--- src/logic/serial_pkg.sv ---
package serial_pkg;
	// ************************************
	// register map (byte addresses)
	// ************************************
	localparam int            ADDR_W     = 5;
	localparam logic [4:0]    OFF_MODE   = 5'h00; // serial_mode_control
	localparam logic [4:0]    OFF_FMT    = 5'h04; // spi_format_control
	localparam logic [4:0]    OFF_DATA   = 5'h08; // serial_shift_data
	localparam logic [4:0]    OFF_STAT   = 5'h0c; // event status, read only
	localparam logic [4:0]    OFF_CLR    = 5'h10; // event clear, write only
	localparam logic [4:0]    OFF_IEN    = 5'h14; // event enable
	localparam logic [7:0]    MODE_RST   = 8'he0; // mode field 111 at reset
	localparam logic [7:0]    FMT_RST    = 8'h00;
	localparam logic [1:0]    RESP_OKAY  = 2'h0;
	localparam logic [1:0]    RESP_SLV   = 2'h2;
	// status bit positions
	localparam int            ST_DONE    = 0;
	localparam int            ST_INC     = 1;
	localparam int            ST_COL     = 2;
	// ************************************
	// operating modes and clock ratios
	// ************************************
	localparam logic [2:0]    OP_DIV4    = 3'h0;
	localparam logic [2:0]    OP_DIV16   = 3'h1;
	localparam logic [2:0]    OP_DIV64   = 3'h2;
	localparam logic [2:0]    OP_SUB     = 3'h3;
	localparam logic [2:0]    OP_TMR     = 3'h4;
	localparam logic [2:0]    OP_SLAVE   = 3'h5;
	localparam int            SYS_DIV4   = 4;
	localparam int            SYS_DIV16  = 16;
	localparam int            SYS_DIV64  = 64;
	localparam logic [5:0]    HALF4      = 6'(SYS_DIV4 / 2);
	localparam logic [5:0]    HALF16     = 6'(SYS_DIV16 / 2);
	localparam logic [5:0]    HALF64     = 6'(SYS_DIV64 / 2);
	// ************************************
	// register layouts
	// ************************************
	typedef struct packed {
		logic [2:0] serial_op_mode;
		logic       uart_select;
		logic [1:0] i2c_debounce_select;
		logic       serial_module_enable;
		logic       spi_incomplete_flag;
	} mode_ctl_s;
	typedef struct packed {
		logic [1:0] spare;
		logic       clock_idle_level;
		logic       clock_edge_select;
		logic       bit_order_select;
		logic       select_pin_enable;
		logic       write_collision_flag;
		logic       transfer_done_flag;
	} fmt_ctl_s;
	typedef enum logic {ST_IDLE, ST_RUN} xfer_e;
endpackage

--- src/logic/serial_spi.sv ---
// Chosen here: the AXI4-Lite slave port and the address map.
`timescale 1ns/1ps
// Operation
// RULE1 - uart bit plus mode field pick function
// RULE2 - uart_select high means uart, low spi/i2c
// RULE3 - modes 000/001/010: master, clock/4,/16,/64
// RULE4 - 011 sub clock master, 100 timer/2 master
// RULE5 - 101 slave, 110 i2c, 111 undefined
// RULE6 - mode field acts only with uart clear
// RULE7 - master alone starts transfers, drives clock
// RULE8 - full duplex: shift out while shifting in
// RULE9 - select pin enabled by bit, else floating
// RULE10 - software loads data before sending
// RULE11 - received byte readable in data register
// RULE12 - format and data reachable only in spi
// RULE13 - debounce field ignored outside i2c
// RULE14 - software routes pins, programs registers first
// RULE15 - module enable switches whole interface
// RULE16 - select released early: incomplete plus done
// RULE17 - exactly eight bits per transfer
// RULE18 - master clock derived, toggles only in transfer
module serial_spi #(
	parameter int BITS = 8
) (
	input  wire logic                            mclk,
	input  wire logic                            reset_n,
	input  wire logic [serial_pkg::ADDR_W-1:0]   awaddr,
	input  wire logic                            awvalid,
	output      logic                            awready,
	input  wire logic [31:0]                     wdata,
	input  wire logic [3:0]                      wstrb,
	input  wire logic                            wvalid,
	output      logic                            wready,
	output      logic [1:0]                      bresp,
	output      logic                            bvalid,
	input  wire logic                            bready,
	input  wire logic [serial_pkg::ADDR_W-1:0]   araddr,
	input  wire logic                            arvalid,
	output      logic                            arready,
	output      logic [31:0]                     rdata,
	output      logic [1:0]                      rresp,
	output      logic                            rvalid,
	input  wire logic                            rready,
	input  wire logic                            sub_clock,
	input  wire logic                            timer_match,
	input  wire logic                            sck_i,
	output      logic                            sck_o,
	output      logic                            sck_oe,
	input  wire logic                            sdi,
	output      logic                            sdo,
	output      logic                            sdo_oe,
	input  wire logic                            slave_select_n_i,
	output      logic                            slave_select_n_o,
	output      logic                            slave_select_n_oe,
	output      logic                            irq
);
	// ************************************
	// state
	// ************************************
	serial_pkg::mode_ctl_s mc;          // mode control
	serial_pkg::fmt_ctl_s  fc;          // format control
	serial_pkg::xfer_e     st;          // master transfer state
	logic [7:0]            sh;          // shift data
	logic [2:0]            irq_en;      // event enables
	logic [5:0]            div_cnt;     // system clock divider
	logic [4:0]            edge_cnt;    // master clock edges
	logic [3:0]            bit_cnt;     // slave bits received
	logic                  sck_lvl;     // master clock level
	logic                  sub_q;       // sub clock edge detect
	logic                  sck_q;       // slave clock edge detect
	logic                  on, spi_mode, master, slave, run;
	logic                  tick, div_tick, m_cap, s_cap, cap;
	logic                  s_sel, slv_busy, busy, abort, start, done_set;
	logic                  cap_rise, wr_go, rd_go, we;
	logic                  wr_mode, wr_fmt, wr_data, wr_clr, collide;
	logic [5:0]            half;
	logic [2:0]            status;
	logic [31:0]           next_rdata;
	logic                  next_hit;
	// ************************************
	// mode decode
	// ************************************
	// i2c_debounce_select is stored only, nothing reads it here
	assign on       = mc.serial_module_enable;
	assign spi_mode = !mc.uart_select && mc.serial_op_mode <= serial_pkg::OP_SLAVE; // RULE1 RULE2 RULE6 RULE13
	assign master   = spi_mode && mc.serial_op_mode != serial_pkg::OP_SLAVE; // RULE3 RULE4
	assign slave    = spi_mode && mc.serial_op_mode == serial_pkg::OP_SLAVE; // RULE5
	assign run      = st == serial_pkg::ST_RUN;
	assign cap_rise = !(fc.clock_idle_level ^ fc.clock_edge_select);
	assign status   = {fc.write_collision_flag, mc.spi_incomplete_flag, fc.transfer_done_flag};
	assign irq      = |(status & irq_en);
	// ************************************
	// master clock sources
	// ************************************
	always_comb begin
		unique case (mc.serial_op_mode)
			serial_pkg::OP_DIV4:  half = serial_pkg::HALF4; // RULE3
			serial_pkg::OP_DIV16: half = serial_pkg::HALF16;
			default:              half = serial_pkg::HALF64;
		endcase
	end
	assign div_tick = div_cnt == half - 6'h01;
	// one tick per clock half period
	always_comb begin
		unique case (mc.serial_op_mode)
			serial_pkg::OP_SUB: tick = sub_clock ^ sub_q; // RULE4
			serial_pkg::OP_TMR: tick = timer_match;       // RULE4
			serial_pkg::OP_DIV4, serial_pkg::OP_DIV16, serial_pkg::OP_DIV64: tick = div_tick;
			default:            tick = 1'b0;
		endcase
	end
	// divider runs only during a transfer
	always_ff @(posedge mclk) begin
		if (!reset_n || !run || div_tick)
			div_cnt <= 6'h00; // RULE18
		else
			div_cnt <= div_cnt + 6'h01;
	end
	// edge detectors on synchronous inputs
	always_ff @(posedge mclk) begin
		if (!reset_n) begin
			sub_q <= 1'b0;
			sck_q <= 1'b0;
		end else begin
			sub_q <= sub_clock;
			sck_q <= sck_i;
		end
	end
	// ************************************
	// master transfer
	// ************************************
	assign start = wr_data && !busy && on && master; // RULE7 RULE10
	assign m_cap = run && tick && (!sck_lvl == cap_rise);
	always_ff @(posedge mclk) begin
		if (!reset_n) begin
			st       <= serial_pkg::ST_IDLE;
			edge_cnt <= 5'h00;
			sck_lvl  <= 1'b1;
		end else if (!run) begin
			// clock parked at idle level
			sck_lvl  <= !fc.clock_idle_level; // RULE18
			edge_cnt <= 5'h00;
			if (start)
				st <= serial_pkg::ST_RUN; // RULE7
		end else if (!on || !master) begin
			st <= serial_pkg::ST_IDLE; // RULE15
		end else if (tick) begin
			sck_lvl  <= !sck_lvl; // RULE18
			edge_cnt <= edge_cnt + 5'h01;
			if (edge_cnt == 5'(2 * BITS - 1))
				st <= serial_pkg::ST_IDLE; // RULE17
		end
	end
	// ************************************
	// slave transfer
	// ************************************
	assign s_sel    = on && slave && (!fc.select_pin_enable || !slave_select_n_i); // RULE9
	assign s_cap    = s_sel && (cap_rise ? (sck_i && !sck_q) : (!sck_i && sck_q)); // RULE7
	assign slv_busy = bit_cnt != 4'h0;
	assign abort    = on && slave && fc.select_pin_enable && slave_select_n_i && slv_busy; // RULE16
	always_ff @(posedge mclk) begin
		if (!reset_n || !on || !slave || abort)
			bit_cnt <= 4'h0;
		else if (s_cap)
			bit_cnt <= (bit_cnt == 4'(BITS - 1)) ? 4'h0 : bit_cnt + 4'h1; // RULE17
	end
	assign busy     = run || slv_busy;
	assign cap      = m_cap || s_cap;
	assign done_set = (run && tick && edge_cnt == 5'(2 * BITS - 1)) || (s_cap && bit_cnt == 4'(BITS - 1)) || abort;
	// ************************************
	// shift register
	// ************************************
	// software load when idle, else shift on capture edge
	always_ff @(posedge mclk) begin
		if (!reset_n)
			sh <= 8'h00;
		else if (wr_data && !busy)
			sh <= wdata[7:0]; // RULE10
		else if (cap && fc.bit_order_select)
			sh <= {sh[6:0], sdi}; // RULE8 RULE11
		else if (cap)
			sh <= {sdi, sh[7:1]}; // RULE8 RULE11
	end
	// ************************************
	// pins
	// ************************************
	assign sck_o             = sck_lvl;
	assign sck_oe            = on && master; // RULE7 RULE15
	assign sdo               = fc.bit_order_select ? sh[7] : sh[0]; // RULE8
	assign sdo_oe            = on && spi_mode; // RULE15
	assign slave_select_n_o  = !run;
	assign slave_select_n_oe = on && master && fc.select_pin_enable; // RULE9
	// ************************************
	// bus slave
	// ************************************
	assign wr_go   = awvalid && wvalid && !bvalid;
	assign awready = wr_go;
	assign wready  = wr_go;
	assign we      = wr_go && wstrb[0];
	assign wr_mode = we && awaddr == serial_pkg::OFF_MODE;
	assign wr_fmt  = we && awaddr == serial_pkg::OFF_FMT && spi_mode; // RULE12
	assign wr_data = we && awaddr == serial_pkg::OFF_DATA && spi_mode; // RULE12
	assign wr_clr  = we && awaddr == serial_pkg::OFF_CLR;
	assign collide = wr_data && busy;
	// write response
	always_ff @(posedge mclk) begin
		if (!reset_n) begin
			bvalid <= 1'b0;
			bresp  <= serial_pkg::RESP_OKAY;
		end else if (wr_go) begin
			bvalid <= 1'b1;
			bresp  <= (awaddr <= serial_pkg::OFF_IEN && awaddr[1:0] == 2'h0) ?
			          serial_pkg::RESP_OKAY : serial_pkg::RESP_SLV;
		end else if (bready) begin
			bvalid <= 1'b0;
		end
	end
	// control registers, hardware set wins over any clear
	always_ff @(posedge mclk) begin
		if (!reset_n) begin
			mc     <= serial_pkg::MODE_RST;
			fc     <= serial_pkg::FMT_RST;
			irq_en <= 3'h0;
		end else begin
			if (wr_mode)
				mc <= wdata[7:0]; // RULE1 RULE15
			if (wr_fmt)
				fc <= wdata[7:0];
			if (we && awaddr == serial_pkg::OFF_IEN)
				irq_en <= wdata[2:0];
			if (abort)
				mc.spi_incomplete_flag <= 1'b1; // RULE16
			else if (wr_clr && wdata[serial_pkg::ST_INC])
				mc.spi_incomplete_flag <= 1'b0;
			if (done_set)
				fc.transfer_done_flag <= 1'b1; // RULE16 RULE17
			else if (wr_clr && wdata[serial_pkg::ST_DONE])
				fc.transfer_done_flag <= 1'b0;
			if (collide)
				fc.write_collision_flag <= 1'b1;
			else if (wr_clr && wdata[serial_pkg::ST_COL])
				fc.write_collision_flag <= 1'b0;
		end
	end
	// read mux
	always_comb begin
		next_rdata = 32'h0000_0000;
		next_hit   = 1'b1;
		unique case (araddr)
			serial_pkg::OFF_MODE: next_rdata[7:0] = mc;
			serial_pkg::OFF_FMT:  next_rdata[7:0] = spi_mode ? fc : 8'h00; // RULE12
			serial_pkg::OFF_DATA: next_rdata[7:0] = spi_mode ? sh : 8'h00; // RULE11 RULE12
			serial_pkg::OFF_STAT: next_rdata[2:0] = status;
			serial_pkg::OFF_CLR:  next_rdata      = 32'h0000_0000;
			serial_pkg::OFF_IEN:  next_rdata[2:0] = irq_en;
			default:              next_hit        = 1'b0;
		endcase
	end
	assign rd_go   = arvalid && !rvalid;
	assign arready = rd_go;
	always_ff @(posedge mclk) begin
		if (!reset_n) begin
			rvalid <= 1'b0;
			rdata  <= 32'h0000_0000;
			rresp  <= serial_pkg::RESP_OKAY;
		end else if (rd_go) begin
			rvalid <= 1'b1;
			rdata  <= next_rdata;
			rresp  <= next_hit ? serial_pkg::RESP_OKAY : serial_pkg::RESP_SLV;
		end else if (rready) begin
			rvalid <= 1'b0;
		end
	end
endmodule

--- config.mk ---
export PLATFORM = sky130hd
export DESIGN_NAME = serial_spi
export DESIGN_NICKNAME = d
export VERILOG_FILES = /design/src/logic/serial_pkg.sv /design/src/logic/serial_spi.sv
export SDC_FILE = /design/constraint.sdc
export NUM_CORES = 1
export LEC_CHECK = 0
export BUFFER_PORTS_ARGS = -buffer_cell sky130_fd_sc_hd__buf_2
export CAP_MARGIN = 20
export CORE_MARGIN = 8
export CORE_UTILIZATION = 30
export CTS_CLUSTER_SIZE = 28
export DETAILED_ROUTE_END_ITERATION = 10
export PLACE_DENSITY = 0.54
export RECOVER_POWER = 25
export SLEW_MARGIN = 20
export SYNTH_ARGS = -nofsm -noshare
export SYNTH_HDL_FRONTEND = slang
export SYNTH_SLANG_ARGS = --single-unit
--- constraint.sdc ---
create_clock -name mclk -period 3.5 [get_ports mclk]
set_clock_uncertainty 0.15 [all_clocks]
set_input_delay 0 -clock mclk [delete_from_list [all_inputs] [get_ports mclk]]
set_output_delay 0 -clock mclk [all_outputs]
set_load 0.1 [all_outputs]
Word-level counts from Yosys, hierarchy flattened
Cells that the tools add are included.
{ "totals": {"out_inout_bits": 48, "in_bits": 58, "register_bits": 60, "wordCells": 174} }
{ "classes": {"n_eq_ne": 21, "n_mux": 35, "reduce_logical": 82, "n_bitwise": 4, "n_addsub": 4, "n_lt_le_gt_ge": 2} }
{ "ops": {"columns": ["op", "count"], "rows": [
  ["two-way mux 8 bit", 5],
  ["logical AND 1 bit", 38],
  ["two-way mux 1 bit", 22],
  ["== test 5 x 4 -> 1 bit (second input constant)", 4],
  ["== test 5 bit (second input constant)", 4],
  ["zero test 1 bit", 16],
  ["case mux 3 bit (5 select lines)", 1],
  ["case mux 5 bit (3 select lines)", 1],
  ["case mux 6 bit (2 select lines)", 1],
  ["nonzero test 3 bit", 4],
  ["logical OR 1 bit", 11],
  ["== test 5 x 3 -> 1 bit (second input constant)", 2],
  ["zero test 5 bit", 2],
  ["adder 6 x 1 -> 6 bit (second input constant)", 1],
  ["== test 3 x 2 -> 1 bit (second input constant)", 2],
  ["== test 3 bit (second input constant)", 2],
  ["== test 6 bit", 1],
  ["two-way mux 2 bit", 3],
  ["AND reduction 2 bit", 3],
  ["OR reduction 3 bit", 2],
  ["OR reduction 6 bit", 1],
  ["subtractor 6 x 1 -> 6 bit (second input constant)", 1],
  ["adder 5 x 1 -> 5 bit (second input constant)", 1],
  ["<= comparator 5 bit (second input constant)", 1],
  ["other kinds (17)", 19]
]} }

Depth between registers and ports, before layout
Gate-level depths: netlist (run 1).
{ "depth": {"depth_word": 11, "depth_mapped": 9, "ltp_nobuf": 7} }

Worst setup path after synthesis (run 1)
No wires, ideal clock.
{ "synth_path": {"path_kind": "register to register", "start": "reg bvalid", "end": "reg mc[5] (netlist name)", "n_path_buf": 1, "slack_ns": 0.185, "arrival_time_ns": 3.037, "required_time_ns": 3.222, "path_stages_with_launch": 8, "setup_time_ns": 0.128, "period_less_slack_ns": 3.315, "path_cell_list": "dfxtp_1 and3b_1 clkbuf_1 nand3_1 or3_1 nor2_4 mux2i_1 nand2_1"} }
{ "synth_via": {"elab_chain_len": 4} }
{ "synth_lines": {"columns": ["element", "line", "source"], "rows": [
  ["from (decl)", "serial_spi.sv:35", "output logic bvalid,"],
  ["from (signal assigned)", "serial_spi.sv:208", "bvalid <= 1'b0;"],
  ["from (signal assigned)", "serial_spi.sv:211", "bvalid <= 1'b1;"],
  ["from (signal assigned)", "serial_spi.sv:215", "bvalid <= 1'b0;"],
  ["zero test 1 bit", "serial_spi.sv:196", "assign wr_go = awvalid && wvalid && !bvalid;"],
  ["logical AND 1 bit", "serial_spi.sv:196", null],
  ["via awready", "serial_spi.sv:29", "output logic awready,"],
  ["logical AND 1 bit", "serial_spi.sv:199", "assign we = wr_go && wstrb[0];"],
  ["logical AND 1 bit", "serial_spi.sv:200", "assign wr_mode = we && awaddr == serial_pkg::OFF_MODE;"],
  ["to (signal assigned)", "serial_spi.sv:221", "mc <= serial_pkg::MODE_RST;"],
  ["to (signal assigned)", "serial_spi.sv:226", "mc <= wdata[7:0];"],
  ["to (decl)", "serial_spi.sv:60", "serial_pkg::mode_ctl_s mc;"]
]} }
The timed path passes the listed nets, and every way through them passes these cells.
A chain may end at the register's enable or synchronous reset.

Worst setup path after layout (run 1)
{ "layout_path": {"start": "reg mc[7] (netlist name)", "end": "reg sh[5]"} }
{ "layout_via": {"elab_chain_len": 11, "elab_cells_between_ends": 26, "classes_between": "add/sub: 1; order compare: 1; eq/ne: 6; mux: 4; reduce/logical: 14"} }
{ "layout_lines": {"columns": ["element", "line", "source"], "rows": [
  ["== test 3 x 1 -> 1 bit / zero test 3 bit (equally long branches)", "serial_spi.sv:96, serial_spi.sv:105", null],
  ["case mux 6 bit (2 select lines)", "serial_spi.sv:96", "unique case (mc.serial_op_mode)"],
  ["subtractor 6 x 1 -> 6 bit", "serial_spi.sv:102", "assign div_tick = div_cnt == half - 6'h01;"],
  ["== test 6 bit", "serial_spi.sv:102", null],
  ["case mux 1 bit (3 select lines)", "serial_spi.sv:105", "unique case (mc.serial_op_mode)"],
  ["logical AND 1 bit (2 in a row)", "serial_spi.sv:133", "assign m_cap = run && tick && (!sck_lvl == cap_rise);"],
  ["logical OR 1 bit", "serial_spi.sv:168", "assign cap = m_cap || s_cap;"],
  ["logical AND 1 bit", "serial_spi.sv:179", "else if (cap && fc.bit_order_select)"],
  ["two-way mux 8 bit", "serial_spi.sv:179", null],
  ["two-way mux 8 bit", "serial_spi.sv:177", "else if (wr_data && !busy)"],
  ["to (signal assigned)", "serial_spi.sv:178", "sh <= wdata[7:0];"],
  ["to (signal assigned)", "serial_spi.sv:180", "sh <= {sh[6:0], sdi};"],
  ["to (signal assigned)", "serial_spi.sv:182", "sh <= {sdi, sh[7:1]};"],
  ["to (decl)", "serial_spi.sv:63", "logic [7:0] sh;"]
]} }
Several ways; a longest one is shown, not always the timed one.

==> results of run 1 <==
metrics by stage:
stage          hold WS, ns  worst slack (ns)  std cells  instance area, µm²
6_report           0.04170            0.8435        613                4036
5_1_grt            0.04190            0.7296        613                4036
4_1_cts            0.02126            0.9188        613                4060
3_5_place_dp       0.08929            0.9293        572                3615
3_3_place_gp       0.08059            0.9752        572                3615
2_1_floorplan     -0.02829            0.1850        422                3438
layout make-up:
type | instances | area (µm²) | area share (%)
inverter | 16 | 60.06 | 1.488
sequential | 58 | 1161 | 28.77
timing repair buffer | 79 | 501.7 | 12.43
clock buffer | 11 | 141.4 | 3.503
multi-input combinational | 304 | 1943 | 48.14
tap | 140 | 175.2 | 4.340
clock inverter | 5 | 53.80 | 1.333
final timing paths:
kind / to / slack [ns] / cells after the start
max: sh[5]$_SDFFE_PN0P_ / 0.84 / 6
min: fc[1]$_SDFFE_PN0P_ / 0.04 / 4
max reg2reg: sh[5]$_SDFFE_PN0P_ / 0.84 / 6
min reg2reg: div_cnt[0]$_SDFF_PP0_ / 0.34 / 1
where the power goes:
| group | internal, W | switching [W] | leakage [nW] | total [W] |
|---|---|---|---|---|
| combinational | 0.0000510 | 0.000234 | 1.01 | 0.000285 |
| clock | 0.000346 | 0.000275 | 0.103 | 0.000621 |
| sequential | 0.000667 | 0.00000355 | 0.469 | 0.000670 |
cells by family after synthesis:
kind of cell | after synthesis | synth area share (%)
and+or+nand+nor | 151 | 23.76
AOI/OAI and AO/OA | 86 | 18.26
buffers and inverters | 60 | 9.988
DFF | 58 | 34.72
muxes | 24 | 7.744
xor gates and xnor gates | 12 | 3.554
adders and majority gates | 5 | 1.871
other | 1 | 0.1121
metal layers:
metal / wire length, µm / up-vias
met5: 0 / -
met4: 71 / 0
met3: 658 / 8
met2: 4332 / 85
met1: 4120 / 1439
li1: - / 1525
sequential cells by signal, summed over array words and instances (netlist names):
name	cells
fc	8
sub_q	1
mc	7
run	1
bit_cnt	4
sck_o	1
sck_q	1
rvalid	1
bresp	1
bvalid	1
div_cnt	6
rdata	8
sh	8
on	1
rresp	1
irq_en	3
edge_cnt	5
critical path, cell delays in order, from the launching register on:
cell	delay, ns
dfxtp_1	0.46
or4_1	0.59
nand2_2	0.12
a31oi_1	0.10
o21ai_1	0.76
o31a_1	0.23
o32ai_1	0.08
cells in the mapped netlist (6+ instances only):
cell type,n
inv_1,15
o21ai_1,6
nand2_1,29
a22oi_1,11
buf_2,6
nand4_1,9
buf_4,27
o21ai_0,13
nand3_1,18
a21oi_1,13
dfxtp_1,58
xnor2_1,7
o211ai_1,7
clkbuf_1,11
mux2i_1,18
and2_1,6
nor2_1,46
nor3_1,6
nand2b_1,8
what timing repair did:
item | CTS | global route
hold buffers | 25 | 0
gates resized for setup | 0 | 0
endpoints found under the setup margin | 0 | 0
endpoints found under the hold margin | 39 | 0
==> results.cfg, run 1 <==
[route]
drtIter0Drc = 137
avgViaCountPerCell = 4.987
wl_per_cell_um = 14.98
ant_nets = 0
vias = 3057
drc = 0
dr.pass1.iters = 4
totalWireLength_mm = 9.183

[clocking]
root_buffer = clkbuf_8
clkLatencyLatePin_ns = 0.33
cts_tree = built
post-cts-setup-buffers = 0
clock_sinks = 58
htreeDepth = 3
cts_buffers = 9
clk_pin_slew_ns = 0.07
clockBufferDepth = 2

[synth]
yosysTopAreaCellShare_pct = 34.72
synthTopCellsByArea = dfxtp_1 (35%), buf_4 (6.1%), mux2i_1 (5.4%)
synth_flop_cell = dfxtp_1
yosys_warnings = 0
synth.distinct_cells = 59
synth_edf_count = 0
synth_top_area_cell = dfxtp_1
ys_async_sr_fraction_pct = 0
netlist_instances = 397
ys_ff_latch = 58
syn_area_um2 = 3344
syn_avg_cell_area_um2 = 8.424
ys_seq_area_share_pct = 34.72

[critical_path]
startpoint_type = register
r2r_start = mc[7]$_SDFFE_PN1P_
worst_ep_arrival_time_ns = 2.66
end_kind = register
worstSetupPathType = register to register
required_ns = 3.50
critPathMaxFanout = 13
crit_start = mc[7]$_SDFFE_PN1P_

[timing]
fmax_mhz = 376.4
tns_ns = 0
slew-limit-headroom_pct = 18.96
setup_viol = 0
grt_setup_unrepaired = false
period_needed_ns = 2.657
hold_viol = 0
slew_viol_final = 0
fin_crit_sh_pct = 75.90
tightest_slew_ns = 1.216

[grt]
grt_remaining_overflow = 0
grt_antenna_before_repair = 0
grt_max_degree = 28
grt_pass1_vias = 2911
grt_use_met2_pct = 20.23
grtUsageMet1_pct = 14.70
grt_most_used_layer = met2
grt_usage_pct = 12.15
met3_usage_pct = 4.165
grt_pass1_wl_mm = 14.46

[power_and_ir_drop]
ir_drop_v = 0.0001650
p_leak_nw = 1.582
power_w = 0.001577
p_per_area_nw_per_um2 = 390.6

[hold_path]
worstHoldStart = wstrb[0]
hp-class = input pin to register

[floorplan]
row_count = 38
initial_utilization_pct = 30.85
core_um2 = 10840
die_area_um2 = 14780
die_h_um = 121.6
die_w_um = 121.6
ios = 106

[cells_and_area]
final_util_pct = 37.23
antennaDiodeCount = 0
drive_gt1_share_pct = 14.80
nNetsFinal = 531
mostFrequentLayoutCell = dfxtp_1
syn_to_final_growth_pct = 20.69
nFillCells = 1124
final_cell_mix = dfxtp_1 (58), nor2_1 (46), buf_2 (36)

[placed_design]
port_buffers = 52
dpl.hpwl_mm = 6.782
gp_congestion = 0.8085

[status]
run_status = complete, no violations

[flow_run]
drv_cap = 0
Power figures use the tool's default switching activity.
==> inputs of run 2 (changes only) <==
==> constraint.sdc (replaced) <==
create_clock -name mclk -period 2.77 [get_ports mclk]
set_clock_uncertainty 0.15 [all_clocks]
set_input_delay 0 -clock mclk [delete_from_list [all_inputs] [get_ports mclk]]
set_output_delay 0 -clock mclk [all_outputs]
set_load 0.1 [all_outputs]
==> run 2 against run 1 <==
- register-to-register slack lost 0.68 ns
- die area is the same
- global-route usage grew 0.42 points
- first-iteration DRC count grew 15%
- critical path depth grew 1
- largest power group unchanged
==> results.cfg, run 2 (same netlist as run 1, synthesis figures left out) <==
[status]
run_status = complete, no violations

[clocking]
clock_sinks = 58
clkLatencyLatePin_ns = 0.35
clockBufferDepth = 2
ctsHoldBuffers = 29
clk_pin_slew_ns = 0.06
cts_buffers = 9
postCtsResizedCells = 0
cts_tree = built
post-cts-setup-buffers = 0
htreeDepth = 3
root_buffer = clkbuf_8

[power_and_ir_drop]
ir_drop_v = 0.0002840
power_w = 0.001977
p_leak_nw = 1.615
p_seq_share_pct = 42.9
switching_share_pct = 33.13
p_int_w = 0.001322
clock_power_share_pct = 38.8
p_per_area_nw_per_um2 = 481.6
pwr-share-comb_pct = 18.3
p_sw_w = 0.0006551

[critical_path]
worstSetupPathType = register to register
reg2reg_to = mc[6]$_SDFFE_PN1P_
critPathMaxFanout = 8
reg2reg_slack_ns = 0.16
worst_ep_arrival_time_ns = 2.68
required_ns = 2.84
end_kind = register
r2r_start = bvalid$_SDFFE_PN0P_
crit_start = bvalid$_SDFFE_PN0P_
cp_slowest_cell = dlygate4sd3_1
cpPeakStageDelay_ns = 0.56
startpoint_type = register
crit_chain = and3b_1, nand3_1, or3_1, nor2_4, mux2i_1, dlygate4sd3_1, nand2_1
reg2reg_depth = 7
crit_end = mc[6]$_SDFFE_PN1P_

[timing]
hold_viol = 0
slew-limit-headroom_pct = 17.60
slew_viol_final = 0
tightest_slew_ns = 1.236
tns_ns = 0
grt_setup_unrepaired = false
period_needed_ns = 2.609
fmax_mhz = 383.3
setup_viol = 0
fin_crit_sh_pct = 94.18

[grt]
grt_pass1_vias = 2981
grt_antenna_before_repair = 0
grt_usage_pct = 12.57
grt_pass1_wl_mm = 14.80
grt_remaining_overflow = 0
grt_max_degree = 30

[route]
vias = 3068
totalWireLength_mm = 9.282
wl_per_cell_um = 14.92
ant_nets = 0
drc = 0
dr.pass1.iters = 4
drtIter0Drc = 157
avgViaCountPerCell = 4.932

[floorplan]
row_count = 38
die_h_um = 121.6
core_um2 = 10840
initial_utilization_pct = 30.85
die_area_um2 = 14780
ios = 106
die_w_um = 121.6

[flow_run]
drv_cap = 0

[cells_and_area]
mostFrequentLayoutCell = dfxtp_1
final_util_pct = 37.87
fin_cells = 622
syn_to_final_growth_pct = 22.75
nNetsFinal = 540
drive_gt1_share_pct = 15.35
antennaDiodeCount = 0
final_cell_mix = dfxtp_1 (57), nor2_1 (46), buf_2 (35)
final_area_um2 = 4105
largestRegisters = fc (8), rdata (8), sh (8)

[placed_design]
gp_congestion = 0.8527
dp_cells = 577
place_area_um2 = 3654
dpl.hpwl_mm = 6.804
port_buffers = 52

[hold_path]
hp-class = input pin to register
[run 2: stage by stage]
| stage | hold WS [ns] | worst slack (ns) |
|---|---|---|
| 4_1_cts | 0.004781 | 0.1603 |
| 3_5_place_dp | 0.08832 | 0.3734 |
| 5_1_grt | 0.03983 | 0.01990 |
| 2_1_floorplan | -0.02829 | 0.1270 |
| 6_report | 0.02144 | 0.1611 |
| 3_3_place_gp | 0.08004 | 0.3867 |
[run 2: how the worst min path moves through the flow]
stage,start,end,slack [ns],cells after the start
2_1_floorplan,sck_i,sck_q$_SDFF_PN0_,-0.03,1
3_3_place_gp,sck_i,sck_q$_SDFF_PN0_,0.08,2
3_5_place_dp,sub_clock,sub_q$_SDFF_PN0_,0.09,2
4_1_cts,wvalid,bvalid$_SDFFE_PN0P_,0.005,4
5_1_grt,wvalid,bvalid$_SDFFE_PN0P_,0.04,4
6_report,wvalid,bvalid$_SDFFE_PN0P_,0.02,4
[run 2: layout make-up]
class                   instances  area (µm²)
inverters                      16       60.06
flip-flops and latches         58        1162
repair buffers                 88       578.1
clock buffers                  11       131.4
fillers                      1137        6735
multi-input cells             304        1943
clock inverters                 5       55.05
well taps                     140       175.2
[run 2: power groups by stage]
stage          logic [W]  clock network (W)  registers [W]
3_3_place_gp    0.000332                  0       0.000866
3_5_place_dp    0.000334                  0       0.000866
2_1_floorplan   0.000256                  0       0.000918
6_report        0.000362           0.000767       0.000847
4_1_cts         0.000365           0.000794       0.000847
5_1_grt         0.000379           0.000837       0.000849
[run 2: per-layer routing]
metal	wire length (µm)	global-route usage, %	part of all wire (%)	vias to the layer above
met2	4194	20.06	45	88
met1	4292	15.31	46	1425
li1	-	-	-	1542
met5	0	0	0	-
met4	126	4.703	1.4	0
met3	668	4.350	7.2	13
[run 2: critical path, delay by kind of cell (launching register included)]
| kind | cells | cell delay [ns] |
|---|---|---|
| DFF | 1 | 0.32 |
| buffers and inverters | 1 | 0.56 |
| and+or+nand+nor | 5 | 1.24 |
| muxes | 1 | 0.21 |
==> inputs of run 3 (changes only) <==
--- a/config.mk
+++ b/config.mk
@@ -5,6 +5,7 @@
 export SDC_FILE = /design/constraint.sdc
 export NUM_CORES = 1
 export LEC_CHECK = 0
+export ABC_AREA = 1
 export BUFFER_PORTS_ARGS = -buffer_cell sky130_fd_sc_hd__buf_2
 export CAP_MARGIN = 20
 export CORE_MARGIN = 8
==> constraint.sdc (replaced) <==
create_clock -name mclk -period 2.77 [get_ports mclk]
set_clock_uncertainty 0.15 [all_clocks]
set_input_delay 0.1385 -clock mclk [delete_from_list [all_inputs] [get_ports mclk]]
set_output_delay 0.1385 -clock mclk [all_outputs]
set_load 0.1 [all_outputs]
==> run 3 against run 2 <==
- maximum frequency rose by 21%
- largest power group unchanged
- routed wire length fell by 6.5%
- register-to-register slack improved by 0.45 ns
- sequential cell count did not move
- global-route usage fell by 0.28 points
- hold slack improved by 0.078 ns
==> results.cfg, run 3 <==
[status]
run_status = complete, no violations

[cells_and_area]
drive_gt1_share_pct = 12.68
regArea_um2 = 1161
final_cell_mix = nand2_1 (80), inv_1 (78), dfxtp_1 (58)
nNetsFinal = 602
largestRegisters = fc (8), rdata (8), sh (8)
nFillCells = 1142
fin_cells = 684
final_util_pct = 36.61
syn_to_final_growth_pct = 21.04
multiInputGateArea_um2 = 1619
antennaDiodeCount = 0
mostFrequentLayoutCell = nand2_1

[synth]
synth.distinct_cells = 36
synth_edf_count = 0
synth_commonest_cells = nand2_1 (80), inv_1 (78), dfxtp_1 (58)
synthTopCellsByArea = dfxtp_1 (36%), nand2_1 (9.3%), inv_1 (9.0%)
ys_async_sr_fraction_pct = 0
netlist_instances = 465
ys_ff_latch = 58
ys_seq_area_share_pct = 35.89
yosysMostFrequentCell = nand2_1
synth_top_area_cell = dfxtp_1
yosys_warnings = 0
synth_flop_cell = dfxtp_1
syn_area_um2 = 3236
syn_avg_cell_area_um2 = 6.958
yosysTopAreaCellShare_pct = 35.89

[floorplan]
die_h_um = 119.9
row_count = 38
die_area_um2 = 14360
initial_utilization_pct = 30.25
ios = 106
die_w_um = 119.9
core_um2 = 10700

[timing]
period_needed_ns = 2.163
slew_viol_final = 0
setup_viol = 0
fmax_mhz = 462.4
fin_crit_sh_pct = 78.08
hold_viol = 0
fin_ws_ns = 0.6073
slew-limit-headroom_pct = 20.78
tns_ns = 0
tightest_slew_ns = 1.193
grt_setup_unrepaired = false

[power_and_ir_drop]
p_sw_w = 0.0006465
p_int_w = 0.001336
p_seq_share_pct = 42.8
p_leak_nw = 1.758
p_per_area_nw_per_um2 = 506.2
pwr-share-comb_pct = 17.7
ir_drop_v = 0.0002132
clock_power_share_pct = 39.5
switching_share_pct = 32.61

[route]
vias = 3144
avgViaCountPerCell = 4.596
totalWireLength_mm = 8.676
ant_nets = 0
drtIter0Drc = 100
drc = 0
wl_per_cell_um = 12.68
dr.pass1.iters = 4

[hold_path]
hp-class = input pin to register

[critical_path]
required_ns = 2.85
end_kind = register
reg2reg_depth = 8
r2r_start = bvalid$_SDFFE_PN0P_
critPathMaxFanout = 18
crit_end = sh[6]$_SDFFE_PN0P_
reg2reg_slack_ns = 0.61
worstSetupPathType = register to register
worst_ep_arrival_time_ns = 2.24
startpoint_type = register
reg2reg_to = sh[6]$_SDFFE_PN0P_
crit_start = bvalid$_SDFFE_PN0P_

[grt]
grt_usage_pct = 12.29
grt_antenna_before_repair = 0
grt_max_degree = 34
grt_remaining_overflow = 0
grt_pass1_wl_mm = 14.41
grt_pass1_vias = 3048

[placed_design]
gp_congestion = 0.8500
dpl.hpwl_mm = 6.525
dp_cells = 648
port_buffers = 52
pre_cts_slack_ns = 0.6323

[clocking]
root_buffer = clkbuf_8
cts_tree = built
clockBufferDepth = 2
post-cts-setup-buffers = 0
htreeDepth = 3
postCtsResizedCells = 0
clkLatencyLatePin_ns = 0.34
clk_pin_slew_ns = 0.06
clock_sinks = 58
cts_buffers = 9

[flow_run]
drv_cap = 0
## run 3: cell count changes after synthesis, sizes merged, moves of 8 or more
cell,previous run,this run
nand2,30,84
mux2i,19,0
a22oi,11,0
nand2b,8,0
inv,15,79
nor2,47,39
a21oi,14,42
o21ai,19,41
## run 3: worst min-delay path by stage
stage / start / endpoint / cells after the start
6_report: wvalid / bvalid$_SDFFE_PN0P_ / 5
5_1_grt: awaddr[0] / fc[1]$_SDFFE_PN0P_ / 6
4_1_cts: wvalid / bvalid$_SDFFE_PN0P_ / 5
3_5_place_dp: sck_i / sck_q$_SDFF_PN0_ / 3
3_3_place_gp: sck_i / sck_q$_SDFF_PN0_ / 3
2_1_floorplan: sck_i / sck_q$_SDFF_PN0_ / 2
## run 3: metrics by stage
stage | total power [W] | cell area (µm²) | hold WS, ns
floorplan | 0.001172 | 3339 | 0.08195
finish | 0.001982 | 3916 | 0.09938
global route | 0.002061 | 3916 | 0.1575
CTS | 0.002008 | 3945 | 0.09025
global placement | 0.001197 | 3550 | 0.2028
detailed placement | 0.001198 | 3550 | 0.2100
## run 3: routing by layer
layer	wire (µm)	vias to the layer above	part of all wire [%]	global-route usage [%]
met5	0	-	0	0
met4	249	0	2.9	7.182
met3	416	19	4.8	2.583
met2	3922	81	45	19.14
met1	4087	1430	47	15.41
li1	-	1614	-	-
## run 3: cell type report
type,instances,area share [%]
Clock buffer,11,3.610
Clock inverter,5,1.374
Inverter,79,7.572
Multi-Input combinational cell,315,41.34
Sequential cell,58,29.65
Tap cell,140,4.473
Timing Repair Buffer,76,11.98
## run 3: timing repair
item                       4_1_cts  5_1_grt
setup endpoints to repair        0        0
hold buffers                    20        0
hold endpoints to repair        22        0
## run 3: worst max-delay path, stage by stage, from the launching register on
cell and delay, ns:
dfxtp_1 0.32, nor2_1 0.31, nand2_1 0.20, inv_1 0.13, nand3_2 0.33, nand3_2 0.35
o21ai_0 0.14, inv_1 0.07, a21oi_1 0.06
## run 3: cells by family after synthesis
group | count (synthesis) | synth area share (%)
compound gates | 114 | 19.80
xor+xnor | 5 | 1.586
fa+ha+maj | 5 | 1.933
buf+inv | 117 | 17.05
flops | 58 | 35.89
other cells | 1 | 0.1159
simple gates | 165 | 23.63
## run 3: power by group through the flow
stage | clock (W) | combinational, W | sequential, W
6_report | 0.000783 | 0.000351 | 0.000848
5_1_grt | 0.000844 | 0.000367 | 0.000849
4_1_cts | 0.000806 | 0.000354 | 0.000848
3_5_place_dp | 0 | 0.000331 | 0.000867
3_3_place_gp | 0 | 0.000330 | 0.000867
2_1_floorplan | 0 | 0.000250 | 0.000921
